[src/include/cdfc_pkg.sv]
// Shared constants and types of the configurable port and timer block
package cdfc_pkg;
    localparam int unsigned CDFC_NUM_SUB = 6;
    localparam int unsigned CDFC_PORT_W = 8;
    localparam int unsigned CDFC_NUM_CH = 8;
    localparam int unsigned CDFC_TICK_W = 32;
    localparam int unsigned CDFC_CLK_HZ = 100000000;
    localparam int unsigned CDFC_TICK_HZ = 66000000;
    localparam int unsigned CDFC_IRQ_RATE_HZ = 10000;
    localparam int unsigned CDFC_IRQ_GAP_CYC = CDFC_CLK_HZ / CDFC_IRQ_RATE_HZ;
    // Register byte offsets
    localparam logic [11:0] CDFC_OFS_CFG = 12'h000;
    localparam logic [11:0] CDFC_OFS_STATUS = 12'h004;
    localparam logic [11:0] CDFC_OFS_DIR = 12'h010;
    localparam logic [11:0] CDFC_OFS_OUT = 12'h040;
    localparam logic [11:0] CDFC_OFS_IN = 12'h070;
    localparam logic [11:0] CDFC_OFS_CHG = 12'h0A0;
    localparam logic [11:0] CDFC_OFS_PER = 12'h100;
    localparam logic [11:0] CDFC_OFS_PH1 = 12'h140;
    localparam logic [11:0] CDFC_OFS_GPER = 12'h200;
    localparam logic [11:0] CDFC_OFS_GPH1 = 12'h240;
    localparam logic [11:0] CDFC_OFS_GCTL = 12'h280;
    localparam int unsigned CDFC_CFG_SAVE_BIT = 8;
    localparam logic [1:0] CDFC_CFG_RST = 2'h0;
    localparam logic [31:0] CDFC_BAD_DATA = 32'h0;
    typedef struct packed {
        logic meas_sel;
        logic gen_sel;
    } cdfc_cfg_t;
    typedef struct packed {
        logic [CDFC_TICK_W-1:0] period;
        logic [CDFC_TICK_W-1:0] first_phase_duration;
    } cdfc_pair_t;
endpackage

[src/hw/cdfc_top.sv]
// Six configurable 8-bit ports with measuring and generating channels
`timescale 1ns/1ns
`default_nettype none
module cdfc_top #(
    parameter int unsigned NUM_CH = cdfc_pkg::CDFC_NUM_CH,
    parameter int unsigned TICK_W = cdfc_pkg::CDFC_TICK_W,
    parameter int unsigned IRQ_GAP = cdfc_pkg::CDFC_IRQ_GAP_CYC
) (
    input wire logic pclk,
    input wire logic presetn,
    input wire logic psel,
    input wire logic penable,
    input wire logic pwrite,
    input wire logic [11:0] paddr,
    input wire logic [31:0] pwdata,
    output logic [31:0] prdata,
    output logic pready,
    output logic pslverr,
    input wire logic [47:0] port_pins_in,
    output logic [47:0] port_pins_out,
    output logic [47:0] port_pins_oe,
    input wire logic [1:0] nv_cfg_in,
    output logic [1:0] nv_cfg_out,
    output logic nv_cfg_wr,
    output logic pin_event
);
    import cdfc_pkg::*;

    localparam int unsigned P = CDFC_PORT_W;
    localparam int unsigned TICK_ACC_W = 8;

    logic [7:0] dir_ff [CDFC_NUM_SUB];
    logic [7:0] out_ff [CDFC_NUM_SUB];
    logic [47:0] pins_ff;
    logic [47:0] pins_q_ff;
    logic [47:0] chg_ff;
    cdfc_cfg_t cfg_ff;
    logic cfg_loaded_ff;
    logic [TICK_W-1:0] per_ff [NUM_CH];
    logic [TICK_W-1:0] ph1_ff [NUM_CH];
    logic [TICK_W-1:0] mcnt_ff [NUM_CH];
    logic [TICK_W-1:0] mph_ff [NUM_CH];
    logic [NUM_CH-1:0] marmed_ff;
    logic [TICK_W-1:0] gper_ff [NUM_CH];
    logic [TICK_W-1:0] gph1_ff [NUM_CH];
    logic [TICK_W-1:0] gcnt_ff [NUM_CH];
    logic [NUM_CH-1:0] gen_ff;
    logic [NUM_CH-1:0] glow_ff;
    logic [NUM_CH-1:0] gen_lvl_ff;
    logic [TICK_ACC_W-1:0] tick_acc_ff;
    logic tick_ff;
    logic [31:0] gap_ff;
    logic [31:0] nxt_prdata;
    logic wr_en;
    logic rd_en;
    logic [11:0] ofs;
    logic [7:0] meas_in;
    logic [7:0] meas_prev_ff;

    function automatic logic in_range(input logic [11:0] a,
            input logic [11:0] base, input int unsigned n);
        in_range = (a >= base) && (a < base + 12'(n * 4));
    endfunction

    function automatic int unsigned idx(input logic [11:0] a,
            input logic [11:0] base);
        idx = int'((a - base) >> 2);
    endfunction

    assign ofs = {paddr[11:2], 2'b00};
    assign wr_en = psel && penable && pwrite;
    assign rd_en = psel && !penable && !pwrite;
    assign meas_in = pins_ff[7:0];

    // Zero-wait slave; unmapped offsets answer with an error
    always_ff @(posedge pclk or negedge presetn) begin
        if (!presetn) begin
            pready <= 1'b0;
            pslverr <= 1'b0;
            prdata <= 32'h0;
        end else begin
            pready <= psel && !penable;
            pslverr <= psel && !penable && !mapped(ofs);
            if (rd_en) begin
                prdata <= nxt_prdata;
            end
        end
    end

    function automatic logic mapped(input logic [11:0] a);
        mapped = (a == CDFC_OFS_CFG) || (a == CDFC_OFS_STATUS)
            || in_range(a, CDFC_OFS_DIR, CDFC_NUM_SUB)
            || in_range(a, CDFC_OFS_OUT, CDFC_NUM_SUB)
            || in_range(a, CDFC_OFS_IN, CDFC_NUM_SUB)
            || in_range(a, CDFC_OFS_CHG, CDFC_NUM_SUB)
            || in_range(a, CDFC_OFS_PER, NUM_CH)
            || in_range(a, CDFC_OFS_PH1, NUM_CH)
            || in_range(a, CDFC_OFS_GPER, NUM_CH)
            || in_range(a, CDFC_OFS_GPH1, NUM_CH)
            || in_range(a, CDFC_OFS_GCTL, NUM_CH);
    endfunction

    always_comb begin
        nxt_prdata = 32'h0;
        if (ofs == CDFC_OFS_CFG) begin
            nxt_prdata = {30'h0, cfg_ff};
        end else if (ofs == CDFC_OFS_STATUS) begin
            nxt_prdata = {23'h0, cfg_loaded_ff, gen_lvl_ff};
        end else if (in_range(ofs, CDFC_OFS_DIR, CDFC_NUM_SUB)) begin
            nxt_prdata = {24'h0, dir_ff[idx(ofs, CDFC_OFS_DIR)]};
        end else if (in_range(ofs, CDFC_OFS_OUT, CDFC_NUM_SUB)) begin
            nxt_prdata = {24'h0, out_ff[idx(ofs, CDFC_OFS_OUT)]};
        end else if (in_range(ofs, CDFC_OFS_IN, CDFC_NUM_SUB)) begin
            // Pin levels even for outputs, so driven data reads back
            nxt_prdata = {24'h0,
                pins_ff[idx(ofs, CDFC_OFS_IN)*P +: P]};
        end else if (in_range(ofs, CDFC_OFS_CHG, CDFC_NUM_SUB)) begin
            nxt_prdata = {24'h0, chg_ff[idx(ofs, CDFC_OFS_CHG)*P +: P]};
        end else if (in_range(ofs, CDFC_OFS_PER, NUM_CH)) begin
            nxt_prdata = 32'(per_ff[idx(ofs, CDFC_OFS_PER)]);
        end else if (in_range(ofs, CDFC_OFS_PH1, NUM_CH)) begin
            nxt_prdata = 32'(ph1_ff[idx(ofs, CDFC_OFS_PH1)]);
        end else if (in_range(ofs, CDFC_OFS_GPER, NUM_CH)) begin
            nxt_prdata = 32'(gper_ff[idx(ofs, CDFC_OFS_GPER)]);
        end else if (in_range(ofs, CDFC_OFS_GPH1, NUM_CH)) begin
            nxt_prdata = 32'(gph1_ff[idx(ofs, CDFC_OFS_GPH1)]);
        end else if (in_range(ofs, CDFC_OFS_GCTL, NUM_CH)) begin
            nxt_prdata = {30'h0, glow_ff[idx(ofs, CDFC_OFS_GCTL)],
                gen_ff[idx(ofs, CDFC_OFS_GCTL)]};
        end
    end

    // Configuration: strapped value taken one edge after reset release
    always_ff @(posedge pclk or negedge presetn) begin
        if (!presetn) begin
            cfg_ff <= CDFC_CFG_RST;
            cfg_loaded_ff <= 1'b0;
            nv_cfg_out <= CDFC_CFG_RST;
            nv_cfg_wr <= 1'b0;
        end else begin
            nv_cfg_wr <= 1'b0;
            if (!cfg_loaded_ff) begin
                cfg_ff <= nv_cfg_in;
                cfg_loaded_ff <= 1'b1;
            end else if (wr_en && ofs == CDFC_OFS_CFG) begin
                cfg_ff <= pwdata[1:0];
                if (pwdata[CDFC_CFG_SAVE_BIT]) begin
                    nv_cfg_out <= pwdata[1:0];
                    nv_cfg_wr <= 1'b1;
                end
            end
        end
    end

    // Per-port direction and data, reset to inputs
    always_ff @(posedge pclk or negedge presetn) begin
        if (!presetn) begin
            for (int i = 0; i < CDFC_NUM_SUB; i++) begin
                dir_ff[i] <= 8'h00;
                out_ff[i] <= 8'h00;
            end
        end else if (wr_en) begin
            for (int i = 0; i < CDFC_NUM_SUB; i++) begin
                if (ofs == CDFC_OFS_DIR + 12'(i * 4)) begin
                    dir_ff[i] <= pwdata[7:0];
                end
                if (ofs == CDFC_OFS_OUT + 12'(i * 4)) begin
                    out_ff[i] <= pwdata[7:0];
                end
            end
        end
    end

    // Pin drive; generator pins stay off until a channel is enabled
    always_ff @(posedge pclk or negedge presetn) begin
        if (!presetn) begin
            port_pins_out <= 48'h0;
            port_pins_oe <= 48'h0;
        end else begin
            for (int i = 0; i < CDFC_NUM_SUB; i++) begin
                port_pins_out[i*P +: P] <= out_ff[i];
                port_pins_oe[i*P +: P] <= dir_ff[i];
            end
            if (cfg_ff.meas_sel) begin
                port_pins_oe[7:0] <= 8'h00;
            end
            if (cfg_ff.gen_sel) begin
                port_pins_out[15:8] <= gen_lvl_ff;
                port_pins_oe[15:8] <= gen_ff;
            end
        end
    end

    // Pin capture and change detection; only the pin_event output is rate limited
    always_ff @(posedge pclk or negedge presetn) begin
        if (!presetn) begin
            pins_ff <= 48'h0;
            pins_q_ff <= 48'h0;
            chg_ff <= 48'h0;
            gap_ff <= 32'h0;
            pin_event <= 1'b0;
        end else begin
            pins_ff <= port_pins_in;
            pins_q_ff <= pins_ff;
            pin_event <= 1'b0;
            if (gap_ff != 32'h0) begin
                gap_ff <= gap_ff - 32'h1;
            end
            for (int i = 0; i < CDFC_NUM_SUB; i++) begin
                // Set wins over a software clear in the same cycle
                if (wr_en && ofs == CDFC_OFS_CHG + 12'(i * 4)) begin
                    chg_ff[i*P +: P] <= (chg_ff[i*P +: P] & ~pwdata[7:0])
                        | ((pins_ff[i*P +: P] ^ pins_q_ff[i*P +: P])
                        & ~dir_ff[i]);
                end else begin
                    chg_ff[i*P +: P] <= chg_ff[i*P +: P]
                        | ((pins_ff[i*P +: P] ^ pins_q_ff[i*P +: P])
                        & ~dir_ff[i]);
                end
            end
            if (gap_ff == 32'h0 && |((pins_ff ^ pins_q_ff)
                    & ~{dir_ff[5], dir_ff[4], dir_ff[3], dir_ff[2],
                    dir_ff[1], dir_ff[0]})) begin
                pin_event <= 1'b1;
                gap_ff <= 32'(IRQ_GAP - 1);
            end
        end
    end

    // 66 MHz tick from 100 MHz by fractional accumulation (33 of 50)
    always_ff @(posedge pclk or negedge presetn) begin
        if (!presetn) begin
            tick_acc_ff <= 8'h00;
            tick_ff <= 1'b0;
        end else if (tick_acc_ff + 8'd33 >= 8'd50) begin
            tick_acc_ff <= tick_acc_ff + 8'd33 - 8'd50;
            tick_ff <= 1'b1;
        end else begin
            tick_acc_ff <= tick_acc_ff + 8'd33;
            tick_ff <= 1'b0;
        end
    end

    // Measuring channels: rising to rising gives period
    always_ff @(posedge pclk or negedge presetn) begin
        if (!presetn) begin
            meas_prev_ff <= 8'h00;
            marmed_ff <= '0;
            for (int c = 0; c < NUM_CH; c++) begin
                mcnt_ff[c] <= '0;
                mph_ff[c] <= '0;
                per_ff[c] <= '0;
                ph1_ff[c] <= '0;
            end
        end else begin
            meas_prev_ff <= meas_in;
            for (int c = 0; c < NUM_CH; c++) begin
                if (!cfg_ff.meas_sel) begin
                    marmed_ff[c] <= 1'b0;
                end else if (meas_in[c] && !meas_prev_ff[c]) begin
                    if (marmed_ff[c]) begin
                        per_ff[c] <= mcnt_ff[c];
                        ph1_ff[c] <= mph_ff[c];
                    end
                    marmed_ff[c] <= 1'b1;
                    mcnt_ff[c] <= TICK_W'(tick_ff);
                    mph_ff[c] <= '0;
                end else begin
                    if (tick_ff && mcnt_ff[c] != '1) begin
                        mcnt_ff[c] <= mcnt_ff[c] + 1'b1;
                    end
                    if (!meas_in[c] && meas_prev_ff[c]) begin
                        mph_ff[c] <= mcnt_ff[c];
                    end
                end
            end
        end
    end

    // Generator settings written per channel
    always_ff @(posedge pclk or negedge presetn) begin
        if (!presetn) begin
            gen_ff <= '0;
            glow_ff <= '0;
            for (int c = 0; c < NUM_CH; c++) begin
                gper_ff[c] <= '0;
                gph1_ff[c] <= '0;
            end
        end else if (wr_en) begin
            for (int c = 0; c < NUM_CH; c++) begin
                if (ofs == CDFC_OFS_GPER + 12'(c * 4)) begin
                    gper_ff[c] <= TICK_W'(pwdata);
                end
                if (ofs == CDFC_OFS_GPH1 + 12'(c * 4)) begin
                    gph1_ff[c] <= TICK_W'(pwdata);
                end
                if (ofs == CDFC_OFS_GCTL + 12'(c * 4)) begin
                    gen_ff[c] <= pwdata[0];
                    glow_ff[c] <= pwdata[1];
                end
            end
        end
    end

    // Generator counters; period of N ticks counts 0..N-1
    always_ff @(posedge pclk or negedge presetn) begin
        if (!presetn) begin
            gen_lvl_ff <= '0;
            for (int c = 0; c < NUM_CH; c++) begin
                gcnt_ff[c] <= '0;
            end
        end else begin
            for (int c = 0; c < NUM_CH; c++) begin
                if (!gen_ff[c] || !cfg_ff.gen_sel) begin
                    gcnt_ff[c] <= '0;
                    gen_lvl_ff[c] <= glow_ff[c];
                end else begin
                    if (tick_ff) begin
                        if (gcnt_ff[c] + 1'b1 >= gper_ff[c]) begin
                            gcnt_ff[c] <= '0;
                        end else begin
                            gcnt_ff[c] <= gcnt_ff[c] + 1'b1;
                        end
                    end
                    // High during first phase unless start-low inverts
                    gen_lvl_ff[c] <= (gcnt_ff[c] < gph1_ff[c])
                        ^ glow_ff[c];
                end
            end
        end
    end

    chk_reset_inputs: assert property (
        @(posedge pclk) disable iff (!presetn)
        $rose(presetn) |-> port_pins_oe == 48'h0)
        else $error("ports not inputs after reset");
    chk_gen_hiz: assert property (
        @(posedge pclk) disable iff (!presetn)
        cfg_ff.gen_sel && !gen_ff[0] |=> !port_pins_oe[8])
        else $error("generator pin driven while off");
    chk_pair_update: assert property (
        @(posedge pclk) disable iff (!presetn)
        cfg_ff.meas_sel && marmed_ff[0] && meas_in[0] && !meas_prev_ff[0]
        |=> per_ff[0] == $past(mcnt_ff[0]) && ph1_ff[0] == $past(mph_ff[0]))
        else $error("result pair split");
    chk_event_gap: assert property (
        @(posedge pclk) disable iff (!presetn)
        pin_event |=> !pin_event [*2])
        else $error("events too close");
    // First edge after reset is a legal idle tick slot
    chk_tick_rate: assert property (
        @(posedge pclk) disable iff (!presetn)
        !tick_ff && $past(presetn) |=> tick_ff)
        else $error("tick missing");
    chk_read_back: assert property (
        @(posedge pclk) disable iff (!presetn)
        rd_en && ofs == CDFC_OFS_IN + 12'h00C
        |=> prdata[7:0] == $past(pins_ff[31:24]))
        else $error("pin read back wrong");
    chk_gen_level: assert property (
        @(posedge pclk) disable iff (!presetn)
        gen_ff[0] && cfg_ff.gen_sel && $past(gen_ff[0])
        |=> gen_lvl_ff[0] == (($past(gcnt_ff[0]) < $past(gph1_ff[0]))
        ^ $past(glow_ff[0])))
        else $error("generator level wrong");
    chk_dir_write: assert property (
        @(posedge pclk) disable iff (!presetn)
        wr_en && ofs == CDFC_OFS_DIR + 12'h00C
        |=> dir_ff[3] == $past(pwdata[7:0]) ##0 $stable(dir_ff[2]))
        else $error("direction write wrong");
    cov_meas: cover property (@(posedge pclk) $changed(per_ff[0]));
    cov_gen: cover property (@(posedge pclk) $rose(gen_lvl_ff[0]));
    cov_event: cover property (@(posedge pclk) pin_event);
endmodule
`default_nettype wire

[config.mk]
export PLATFORM = sky130hd
export DESIGN_NAME = cdfc_top
export DESIGN_NICKNAME = d
export VERILOG_FILES = /design/src/include/cdfc_pkg.sv /design/src/hw/cdfc_top.sv
export SDC_FILE = /design/constraint.sdc
export NUM_CORES = 2
export LEC_CHECK = 0
export ABC_AREA = 1
export BUFFER_PORTS_ARGS = -buffer_cell sky130_fd_sc_hd__buf_2
export CORE_ASPECT_RATIO = 2
export CORE_MARGIN = 8
export CORE_UTILIZATION = 30
export CTS_CLUSTER_SIZE = 40
export DETAILED_ROUTE_END_ITERATION = 8
export GPL_TIMING_DRIVEN = 0
export SYNTH_ARGS = -nofsm -noshare
export SYNTH_HDL_FRONTEND = slang
export SYNTH_SLANG_ARGS = --single-unit
[constraint.sdc]
create_clock -name pclk -period 4.6 [get_ports pclk]
set_clock_uncertainty 0.15 [all_clocks]
set_input_delay 0.46 -clock pclk [delete_from_list [all_inputs] [get_ports pclk]]
set_output_delay 0.46 -clock pclk [all_outputs]
set_load 0.02 [all_outputs]
==> out/results.ini <==
[clock_tree]
cts_made_buffers = 227
root_buffer = clkbuf_16
clock_latency_ns = 1.03
path_clk_slew_ns = 0.07
cts.sinks = 2242
clock_path_buffers = 4
cts_tree = yes
htree_levels = 4

[pwr]
netSwitchingFraction_pct = 29.8
p_comb_share_pct = 10.4
p_leak_uw = 0.0598
seqPwrFrac_pct = 44.6
pwr-share-clk_pct = 45.0
p_int_uw = 32700
ir_drop_mv = 0.293
power.total_uw = 46600
p_per_area_nw_per_um2 = 344
power.switching_uw = 13900

[sta]
fin_tns_setup_ns = -3.37
finalHoldViolations = 0
slew_headroom_pct = -15.1
tightest_slew_ns = 1.71
drv_slew = 252
finalSetupViolCount = 21
holdWs_ns = 0.0268
post-route-period-util_pct = 112
finalCriticalPeriod_ns = 5.15
fmax_mhz = 194
layout_setup_ws_ns = -0.551
rsz0062_at_grt = yes

[worst_setup_path]
startpoint = paddr[3]
reg2reg_from = gcnt_ff[2]$_DFFE_PN0P_
path_delay_family = compound AO/OA/AOI/OAI gates
end_kind = register
cpPeakStageDelay_ns = 1.22
worstPathMaxFanout = 10
cp_slowest_cell = clkbuf_1
crit_chain = buf_4 > nand2_2 > buf_2 > clkbuf_1 > o22ai_1 > o21ai_1 > a31oi_1 > o21ai_0 > nand3_1 > nand2_1
worst-path-buf-inv = 3
crit_arrival_ns = 5.94
startpoint_type = input pin
crit_required_ns = 5.38
crit_type = input pin to register

[routing]
drc = 0
dr.pass1.iters = 7
wl_mm = 751
drt_iter0_markers = 12500
wl_per_cell_um = 36.8
vias = 116000
via_per_inst = 5.69
postRouteAntennaNets = 0

[global_routing]
use_met3_pct = 8.67
use_met1_pct = 32.4
grt_pass1_wl_mm = 992
grt_use_total_pct = 35.2
met2_usage_pct = 58.6
grt_pass1_vias = 113000
grt_overflow = 0
antenna_found_initial = 119
grt_max_degree = 159
top_usage_layer = met2

[place]
placed_area_um2 = 125000
dp_hpwl_mm = 596
dpl.cell_count = 19800
place_congestion = 1.11
io_buffer_count = 228

[floorplanning]
die_x_um = 458
die_area_um2 = 412000
fp.dieH_um = 900
placementRows = 324
fp.coreArea_um2 = 389000
initial_core_util_pct = 30.1
io_pins = 233

[synth]
syn-num-nets = 15100
yosys-top-cells-area = dfrtp_1 (48%), nand2_1 (11%), o21ai_0 (9.0%)
synth-seq-cells = 2242
synth_top_flop_cell = dfrtp_1
yosysTopAreaCellShare_pct = 47.9
syn_avg_cell_area_um2 = 8.11
ys_types = 60
syn_area_um2 = 117000
seq_area_frac_synth_pct = 47.9
synth_edf_count = 0
synth_top_area_cell = dfrtp_1
ys_warn_count = 0
synthArstFlopShare_pct = 100
syn-instance-count = 14400
synth_most_common_cell = nand2_1
synth_common_cells = nand2_1 (3344), dfrtp_1 (2242), o21ai_0 (2108)

[job]
drv_cap = 30

[layout]
n_fill_cell = 41400
nets = 15700
stdcell_count = 20400
area_growth_pct = 15.7
drive_gt1_share_pct = 6.87
finalInstanceArea_um2 = 136000

[worst_hold_path]
worstHoldStart = port_pins_in[2]
hp-class = input pin to register

[outcome]
failed_checks = max-capacitance violations, max-slew violations, negative setup slack
status = complete, but fails checks

## kinds of logic (layout without fill, tap and decap cells)
kind of cell,Yosys count,after routing,synth area share [%]
compound gates,3305,3305,15.4
xor+xnor,355,355,2.65
fa+ha+maj,541,541,5.77
buf+inv,2420,3220,7.98
flops,2242,2242,47.9
mux,20,20,0.192
other cells,1,108,0.00320
simple gates,5562,5563,20.1
## layout by cell type (no fill, tap or decap), types with 327 or more instances in the layout
master    instances
ha_1            541
nand3_1         578
nor3_1          327
buf_2           369
clkbuf_1        443
o21ai_0        2101
nor2_1          728
nand2_1        3344
inv_1          1729
o22ai_1         361
a21oi_1         435
dfrtp_1        2240
## path summary, 6_finish.rpt
path	endpoint	slack, ns	cells after the start
worst max-delay path	prdata[26]$_DFFE_PN0P_	-0.55	10
worst min-delay path	pins_ff[2]$_DFF_PN0_	0.03	2
worst max register to register	gcnt_ff[14]$_DFFE_PN0P_	0.19	18
worst min register to register	port_pins_out[37]$_DFF_PN0_	0.26	0
max in group asynchronous	pins_q_ff[44]$_DFF_PN0_	0.55	12
min in group asynchronous	ph1_ff[92]$_DFFE_PN0P_	0.47	7
## repair_timing
| item | 4_1_cts | 5_1_grt |
|---|---|---|
| gates resized for setup | 37 | 58 |
| hold buffers | 108 | 11 |
| cloned | 1 | 3 |
| endpoints found under the hold margin | 386 | 182 |
| buffers inserted | 1 | 4 |
| pin swaps | 1 | 6 |
| endpoints found under the setup margin | 691 | 425 |
## layer usage
metal  part of all wire [%]  up-vias
li1                       -    49600
met1                     30    56700
met2                     47     6709
met3                    7.0     3109
met4                     16       32
met5                  0.026        -
## registers in the layout, indices dropped and copies added, names as in the netlist, 2 cells and up
| signal | flops |
|---|---|
| gper_ff | 256 |
| gph1_ff | 256 |
| out_ff | 48 |
| gen_ff | 8 |
| port_pins_oe | 48 |
| tick_acc_ff | 8 |
| marmed_ff | 8 |
| mph_ff | 256 |
| gap_ff | 32 |
| port_pins_out | 48 |
| glow_ff | 8 |
| gen_lvl_ff | 8 |
| pins_q_ff | 41 |
| pins_ff | 48 |
| prdata | 32 |
| cfg_ff | 2 |
| chg_ff | 48 |
| nv_cfg_out | 2 |
| dir_ff | 48 |
| per_ff | 256 |
| gcnt_ff | 256 |
| ph1_ff | 256 |
| meas_prev_ff | 7 |
| mcnt_ff | 256 |
## power by group through the flow
stage	sequential [uW]	clock (uW)	combinational, uW
6_report	20800	21000	4860
4_1_cts	20700	21100	4530
3_3_place_gp	21200	0	4330
5_1_grt	20800	21700	4920
3_5_place_dp	21100	0	4420
2_1_floorplan	20800	0	1670
## stage by stage
stage	utilization [%]	setup slack, ns
2_1_floorplan	-	1.17
3_3_place_gp	32.0	-51.18
3_5_place_dp	32.2	-2.17
4_1_cts	34.6	0.00828
5_1_grt	34.8	-0.0710
6_report	34.9	-0.551
## final cells by class
class / count / area (um2) / share of cell area, %
Sequential cell: 2242 / 56100 / 41.4
Multi-Input combinational cell: 9785 / 52100 / 38.4
Inverter: 1759 / 6610 / 4.88
Tap cell: 5053 / 6320 / 4.66
Clock buffer: 288 / 6300 / 4.64
Timing Repair Buffer: 394 / 3430 / 2.53
Buffer: 658 / 2800 / 2.06
Clock inverter: 121 / 1680 / 1.24
Antenna cell: 107 / 268 / 0.197
No activity file was read; power rests on OpenSTA's default activity.
